[src/design/cbss_defines.svh]
// timing counts and widths for the card socket system signal block
`ifndef CBSS_DEFINES_SVH
`define CBSS_DEFINES_SVH
`define CBSS_SYS_PERIOD_PS   4000
`define CBSS_FULL_PERIOD_PS  80000
`define CBSS_FULL_HALF_CYC   ((`CBSS_FULL_PERIOD_PS / `CBSS_SYS_PERIOD_PS) / 2)
`define CBSS_SLOW_HALF_CYC   40
`define CBSS_ANNOUNCE_EDGES  4
`define CBSS_ASYNC_W         8
`endif

[src/design/cbss_pkg.sv]
// types shared by the card socket system signal block
package cbss_pkg;
  // requested socket clock speed
  typedef enum logic [1:0] {SPD_FULL, SPD_SLOW, SPD_STOP} cbss_speed_e;
  // socket clock control states
  typedef enum logic [1:0] {CK_RUN, CK_ANNOUNCE, CK_SLOW, CK_STOP} cbss_clk_e;
  // bus transfer phases
  typedef enum logic [1:0] {X_IDLE, X_ADDR, X_DATA, X_LAST} cbss_xfer_e;
  // asynchronous socket inputs other than clock-run
  typedef struct packed {
    logic socket_interrupt;
    logic socket_status_change;
    logic socket_audio;
    logic socket_detect_1;
    logic socket_detect_2;
    logic socket_voltage_sense_1;
    logic socket_voltage_sense_2;
  } cbss_async_s;
  // one single-data-phase transfer request
  typedef struct packed {
    logic        wr;
    logic [31:0] addr;
    logic [3:0]  cmd;
    logic [3:0]  be;
    logic [31:0] data;
  } cbss_xfer_s;
endpackage : cbss_pkg

[src/design/cbss_socket_sys.sv]
// socket-side clock, clock-run, reset and address/data driver for one card socket
//
// Functional notes
// - socket signals sampled on socket clock rise
// - clock at bus rate, slowed or stopped low
// - announce clock decrease on clock-run first
// - during card reset all socket drivers released
// - reset asserts anytime, releases on clock edge
// - address phase carries full 32-bit address
// - data phase carries data, bit 31 MSB
// - command in address, byte enables in data
// - even parity, driven one clock later, checked
`include "cbss_defines.svh"
`timescale 1ns/1ps
`default_nettype none
module cbss_socket_sys #(
  parameter int SLOW_HALF = `CBSS_SLOW_HALF_CYC   // half period when slowed
) (
  input  wire logic                 clk_sys_in,
  input  wire logic                 sys_rst_in,
  input  wire cbss_pkg::cbss_speed_e speed_req_in,
  input  wire logic                 card_reset_req_in,
  input  wire logic                 xfer_valid_in,
  input  wire cbss_pkg::cbss_xfer_s xfer_in,
  output logic                      xfer_ready_out,
  output logic                      done_out,
  output logic [31:0]               rd_data_out,
  output logic                      par_err_out,
  output cbss_pkg::cbss_clk_e       clk_state_out,
  input  wire cbss_pkg::cbss_async_s async_in,
  output cbss_pkg::cbss_async_s     async_sync_out,
  output logic                      socket_clock_out,
  output logic                      socket_reset_n_out,
  input  wire logic                 socket_clock_run_n_in,
  output logic                      socket_clock_run_n_out,
  output logic                      socket_clock_run_n_oe_out,
  input  wire logic [31:0]          socket_addr_data_in,
  output logic [31:0]               socket_addr_data_out,
  output logic                      socket_addr_data_oe_out,
  input  wire logic [3:0]           socket_cmd_byte_enable_in,
  output logic [3:0]                socket_cmd_byte_enable_out,
  output logic                      socket_cmd_byte_enable_oe_out,
  input  wire logic                 socket_parity_in,
  output logic                      socket_parity_out,
  output logic                      socket_parity_oe_out
);
  localparam int FULL_HALF = `CBSS_FULL_HALF_CYC;
  localparam int AW        = `CBSS_ASYNC_W;

  // refuse settings the divider cannot serve, at elaboration
  if (SLOW_HALF < FULL_HALF || SLOW_HALF > 65535 || FULL_HALF < 1) begin : g_bad_half
    $error("cbss_socket_sys: bad clock half period");
  end

  cbss_pkg::cbss_clk_e  ck_state;      // clock control state
  cbss_pkg::cbss_xfer_e xs;            // transfer phase
  cbss_pkg::cbss_xfer_s req;           // latched request
  logic                 pend;          // request waiting for a clock rise
  logic [15:0]          div_cnt;       // divider count
  logic [2:0]           ann_cnt;       // announce edges seen
  logic [AW-1:0]        s1, s2, s3;    // synchroniser stages
  logic [AW-1:0]        filt;          // agreed input levels

  // asynchronous inputs, clock-run on top
  wire [AW-1:0] raw       = {socket_clock_run_n_in, async_in};
  wire          run_req   = ~filt[AW-1];     // card pulls clock-run low
  wire [15:0]   half      = (ck_state == cbss_pkg::CK_SLOW) ? 16'(SLOW_HALF) : 16'(FULL_HALF);
  wire          wrap      = (div_cnt == half - 16'h0001);
  // a stopped clock only parks after its high half ends
  wire          may_tog   = socket_clock_out || (ck_state != cbss_pkg::CK_STOP);
  wire          rise_tick = wrap && may_tog && !socket_clock_out;
  wire          idle_ok   = (xs == cbss_pkg::X_IDLE) && !pend;
  wire          want_down = (speed_req_in != cbss_pkg::SPD_FULL) && idle_ok;
  wire          par_calc  = ^{socket_addr_data_out, socket_cmd_byte_enable_out};
  wire          par_rd    = ^{socket_addr_data_in, socket_cmd_byte_enable_out};

  assign clk_state_out  = ck_state;
  assign async_sync_out = filt[AW-2:0];
  assign xfer_ready_out = idle_ok && socket_reset_n_out && (ck_state == cbss_pkg::CK_RUN);

  // three-stage synchroniser per input; only s2 reads s1
  genvar gi;
  generate
    for (gi = 0; gi < AW; gi++) begin : g_sync
      always_ff @(posedge clk_sys_in) begin
        if (sys_rst_in) begin
          s1[gi]   <= 1'b1;
          s2[gi]   <= 1'b1;
          s3[gi]   <= 1'b1;
          filt[gi] <= 1'b1;
        end else begin
          s1[gi] <= raw[gi];
          s2[gi] <= s1[gi];
          s3[gi] <= s2[gi];
          if (s2[gi] == s3[gi]) filt[gi] <= s3[gi];
        end
      end
    end
  endgenerate

  // socket clock divider; parked low when stopped
  always_ff @(posedge clk_sys_in) begin
    if (sys_rst_in) begin
      div_cnt          <= 16'h0000;
      socket_clock_out <= 1'b0;
    end else if (wrap) begin
      div_cnt <= 16'h0000;
      if (may_tog) socket_clock_out <= !socket_clock_out;
    end else if (!may_tog && !socket_clock_out) begin
      div_cnt <= 16'h0000;
    end else begin
      div_cnt <= div_cnt + 16'h0001;
    end
  end

  // clock speed control with clock-run handshake
  always_ff @(posedge clk_sys_in) begin
    if (sys_rst_in) begin
      ck_state <= cbss_pkg::CK_RUN;
      ann_cnt  <= 3'h0;
    end else begin
      case (ck_state)
        cbss_pkg::CK_RUN: begin
          ann_cnt <= 3'h0;
          if (want_down) ck_state <= cbss_pkg::CK_ANNOUNCE;
        end
        cbss_pkg::CK_ANNOUNCE: begin
          // own drive-low may linger in the synchroniser until a full
          // socket clock has passed, so card requests count from the second rise
          if ((ann_cnt > 3'h1 && run_req) || !want_down) begin
            ck_state <= cbss_pkg::CK_RUN;
          end else if (rise_tick) begin
            if (ann_cnt == 3'(`CBSS_ANNOUNCE_EDGES - 1)) begin
              ck_state <= (speed_req_in == cbss_pkg::SPD_STOP) ?
                          cbss_pkg::CK_STOP : cbss_pkg::CK_SLOW;
            end
            ann_cnt <= ann_cnt + 3'h1;
          end
        end
        default: begin
          // slow or stopped: card request or user request restores speed
          if (run_req || speed_req_in == cbss_pkg::SPD_FULL) begin
            ck_state <= cbss_pkg::CK_RUN;
          end
        end
      endcase
    end
  end

  // clock-run held low while running at full speed, released to announce
  always_ff @(posedge clk_sys_in) begin
    if (sys_rst_in) begin
      socket_clock_run_n_out    <= 1'b0;
      socket_clock_run_n_oe_out <= 1'b0;
    end else begin
      socket_clock_run_n_out    <= 1'b0;
      socket_clock_run_n_oe_out <= socket_reset_n_out &&
                                   (ck_state == cbss_pkg::CK_RUN);
    end
  end

  // card reset: asserted on any edge, released only at a clock rise
  always_ff @(posedge clk_sys_in) begin
    if (sys_rst_in || card_reset_req_in) begin
      socket_reset_n_out <= 1'b0;
    end else if (rise_tick) begin
      socket_reset_n_out <= 1'b1;
    end
  end

  // transfer sequencer, socket outputs change on socket clock rises
  // a card reset request drops the address, command and parity drivers in the same cycle as the reset pin
  always_ff @(posedge clk_sys_in) begin
    if (sys_rst_in || card_reset_req_in || !socket_reset_n_out) begin
      xs                            <= cbss_pkg::X_IDLE;
      req                           <= '0;
      pend                          <= 1'b0;
      socket_addr_data_out          <= 32'h0000_0000;
      socket_addr_data_oe_out       <= 1'b0;
      socket_cmd_byte_enable_out    <= 4'h0;
      socket_cmd_byte_enable_oe_out <= 1'b0;
      socket_parity_out             <= 1'b0;
      socket_parity_oe_out          <= 1'b0;
      done_out                      <= 1'b0;
      par_err_out                   <= 1'b0;
      rd_data_out                   <= 32'h0000_0000;
    end else begin
      done_out    <= 1'b0;
      par_err_out <= 1'b0;
      if (xfer_valid_in && xfer_ready_out) begin
        req  <= xfer_in;
        pend <= 1'b1;
      end
      if (rise_tick) begin
        case (xs)
          cbss_pkg::X_IDLE: begin
            socket_parity_oe_out <= 1'b0;
            if (pend) begin
              pend                          <= 1'b0;
              xs                            <= cbss_pkg::X_ADDR;
              socket_addr_data_out          <= req.addr;
              socket_addr_data_oe_out       <= 1'b1;
              socket_cmd_byte_enable_out    <= req.cmd;
              socket_cmd_byte_enable_oe_out <= 1'b1;
            end
          end
          cbss_pkg::X_ADDR: begin
            xs                         <= cbss_pkg::X_DATA;
            socket_parity_out          <= par_calc;
            socket_parity_oe_out       <= 1'b1;
            socket_cmd_byte_enable_out <= req.be;
            // reads hand the lines to the card
            socket_addr_data_out       <= req.wr ? req.data : 32'h0000_0000;
            socket_addr_data_oe_out    <= req.wr;
          end
          cbss_pkg::X_DATA: begin
            xs                            <= cbss_pkg::X_LAST;
            socket_parity_out             <= par_calc;
            socket_parity_oe_out          <= req.wr;
            socket_addr_data_oe_out       <= 1'b0;
            socket_cmd_byte_enable_oe_out <= 1'b0;
            if (!req.wr) rd_data_out <= socket_addr_data_in;
            if (!req.wr) socket_cmd_byte_enable_out <= req.be;
          end
          default: begin
            // card parity for read data arrives one clock later
            xs                   <= cbss_pkg::X_IDLE;
            done_out             <= 1'b1;
            socket_parity_oe_out <= 1'b0;
            if (!req.wr) par_err_out <= (socket_parity_in !=
                                         ^{rd_data_out, req.be});
          end
        endcase
      end
    end
  end
endmodule : cbss_socket_sys
`default_nettype wire

[config.mk]
export PLATFORM = sky130hd
export DESIGN_NAME = cbss_socket_sys
export DESIGN_NICKNAME = d
export VERILOG_FILES = /design/src/design/cbss_pkg.sv /design/src/design/cbss_socket_sys.sv
export VERILOG_INCLUDE_DIRS = /design/src /design/src/design
export SDC_FILE = /design/constraint.sdc
export NUM_CORES = 1
export LEC_CHECK = 0
export BUFFER_PORTS_ARGS = -buffer_cell sky130_fd_sc_hd__buf_2
export CORE_MARGIN = 3
export CORE_UTILIZATION = 53
export DETAILED_ROUTE_END_ITERATION = 7
export GPL_ROUTABILITY_DRIVEN = 0
export PLACE_DENSITY = 0.79
export SLEW_MARGIN = 30
export SYNTH_ARGS = -nofsm -noshare
export SYNTH_HDL_FRONTEND = slang
export SYNTH_SLANG_ARGS = --single-unit
[constraint.sdc]
create_clock -name clk_sys_in -period 3.3 [get_ports clk_sys_in]
set_clock_uncertainty 0.15 [all_clocks]
set_input_delay 0.165 -clock clk_sys_in [delete_from_list [all_inputs] [get_ports clk_sys_in]]
set_output_delay 0.165 -clock clk_sys_in [all_outputs]
set_load 0.02 [all_outputs]
==> results.toml <==
[detailed_routing]
drcViolationCount = 0
ant_nets = 0
routed_wl_mm = 23.8
vias = 7988
wl_per_cell_um = 15.7
vias_per_cell = 5.28
drt-pass1-iter-count = 8
drtIter0Drc = 505

[cells_and_area]
final_common_cell = "nand2_1"
drive_above_1_share = 0.218
nFillCells = 1120
area.growth.synth_to_final_pct = 34.6
nets = 1423
layout_common_cells = "nand2_1 (223), dfxtp_1 (206), buf_2 (206), a21oi_1 (127), dlygate4sd3_1 (116)"

[floorplan]
rows = 45
pin_count = 212
start_util = 0.551
core_area_um2 = 15400
die_w_um = 133
die_y_um = 133
fp.dieArea_um2 = 17600

[yosys]
syn_avg_cell_area_um2 = 8.47
syn_inst = 1003
async_flop_share = 0
synthDistinctLibCells = 45
yosys_warnings = 0
syn_nets = 1135
synth_seq_area_share = 0.485
synth_edf_count = 0
syn_area_um2 = 8500
synth-main-ff-cell = "dfxtp_1"
ys_ff_latch = 206

[timing]
timing.final.ws_setup_ns = 0.292
finalCritPeriodShare = 0.911
rsz0062_at_grt = "no"
clock.fmax_ghz = 0.332
tns_ns = 0
relSlewSlack = 0.585
hold_slack_ns = 0.0260
hold_viol = 0
fin_crit_ns = 3.01
maxSlewViolCount = 0
setup_viol = 0
worst_pin_slew_ns = 0.623

[global_routing]
top_usage_layer = "met2"
met3_usage = 0.0593
grt_use_met1 = 0.303
antenna_found_initial = 1
grt_max_degree = 74
grt_pass1_wl_mm = 38.4
grt_pass1_vias = 7875
track_usage = 0.259
overflow = 0
grtUsageMet2 = 0.461

[clocking]
htree_levels = 1
cts_resized = 0
cts_setup_buffers = 0
cts.path.max_buffers = 3
cts_num_sinks = 206
clk_pin_slew_worst_paths_ns = 0.06
hold_buffers = 116
clock_latency_ns = 0.51
numCtsBuffers = 21
clock-root-buffer = "clkbuf_16"
cts_tree = "yes"

[hold_path]
min_path_type = "primary input to flop"

[critical_path]
worstPathMaxFanout = 24
critical_path_required_ns = 3.53
end_kind = "flop"
cp.arrival_ns = 3.24
ff2ff_setup_slack_ns = 0.29
startpoint = "div_cnt[3]$_SDFF_PP0_"
ff2ff_path_depth = 7
crit_type = "flop to flop"
rr_startpoint = "div_cnt[3]$_SDFF_PP0_"
startpoint_type = "flop"
endpoint = "socket_addr_data_out[29]$_SDFFE_PP0P_"
r2r-end = "socket_addr_data_out[29]$_SDFFE_PP0P_"

[power]
leakage_uw = 0.00424
ir_worst_vdd_uv = 444
powerDensity_nw_per_um2 = 436

[job]
drv_cap = 0

[status]
status = "complete, no violations"

[placement]
numPortBuffers = 206
dp_worst_setup_slack_ns = 0.367
hpwl_mm = 13.2
## critical path: stages (launching register included)
cell and delay, ns:
dfxtp_1 0.40, or3b_1 0.36, mux2i_1 0.24, or4b_1 0.73, nor2_8 0.40, buf_12 0.21
nor2_1 0.07, a311oi_1 0.32
## per-stage QoR
stage / area, um2 / util / power [uW] / cells
2_1_floorplan: 8500 / - / 2600 / 1003
6_report: 11400 / 0.742 / 4990 / 1513
3_5_place_dp: 9630 / 0.624 / 2690 / 1363
3_3_place_gp: 9630 / 0.624 / 2690 / 1363
5_1_grt: 11400 / 0.742 / 5130 / 1513
4_1_cts: 11400 / 0.742 / 5010 / 1512
## state kept, by name (all words and copies together) (netlist names), 2 cells and up
name / flops
ann_cnt: 3
async_sync_out: 7
clk_state_out: 2
div_cnt: 16
rd_data_out: 32
req: 73
s1: 8
s2: 8
s3: 8
socket_addr_data_out: 32
socket_cmd_byte_enable_out: 4
xs: 2
## layer usage
metal / wire length (um) / vias to the layer above
met3: 1550 / 92
met2: 11800 / 297
met1: 9450 / 3681
met4: 964 / 0
li1: - / 3918
met5: 0 / -
## cell usage after synthesis, types with 8 or more instances
library cell	instances	area share
nand3_1	43	0.025
ha_1	8	0.012
or2_2	25	0.018
nand2_1	225	0.099
inv_1	8	0.0035
nand2b_1	36	0.027
clkbuf_1	45	0.020
o21ai_0	14	0.0082
a21oi_1	127	0.075
nor2_1	69	0.030
buf_4	12	0.011
xor2_1	17	0.018
xnor2_1	62	0.064
dfxtp_1	206	0.49
a311oi_1	33	0.034
mux2i_1	9	0.011
## logic make-up after synthesis
group / Yosys count / synth area share
compound gates: 186 / 0.130
xor+xnor: 81 / 0.0867
fa+ha+maj: 8 / 0.0118
buf+inv: 79 / 0.0446
flops: 206 / 0.485
mux: 9 / 0.0106
other cells: 1 / 0.000441
simple gates: 433 / 0.230
## cell type report
class | count | area [um2] | area share
well taps | 211 | 264 | 0.0231
repair buffers | 336 | 2360 | 0.206
diodes | 1 | 2.50 | 0.000219
clock buffers | 31 | 633 | 0.0553
multi-input cells | 718 | 4020 | 0.351
inverters | 8 | 30.0 | 0.00262
flip-flops and latches | 206 | 4120 | 0.360
clock inverters | 2 | 13.8 | 0.00120
## report_power, final
group	total (uW)	internal [uW]	switching, uW
clock network	2240	1310	923
logic	238	161	77.1
registers	2510	2500	8.47
total	4990	3980	1010
## worst min-delay path by stage
| stage | slack [ns] | from | endpoint | cells after the start |
|---|---|---|---|---|
| 5_1_grt | 0.06 | speed_req_in[1] | clk_state_out[0]$_SDFFE_PP0P_ | 5 |
| 6_report | 0.03 | speed_req_in[1] | clk_state_out[0]$_SDFFE_PP0P_ | 5 |
| 3_3_place_gp | 0.20 | async_in[2] | s1[2]$_SDFF_PP1_ | 2 |
| 3_5_place_dp | 0.20 | async_in[3] | s1[3]$_SDFF_PP1_ | 2 |
| 2_1_floorplan | 0.12 | async_in[0] | s1[0]$_SDFF_PP1_ | 1 |
| 4_1_cts | 0.008 | speed_req_in[1] | clk_state_out[0]$_SDFFE_PP0P_ | 5 |
No activity file was read; power rests on OpenSTA's default activity.
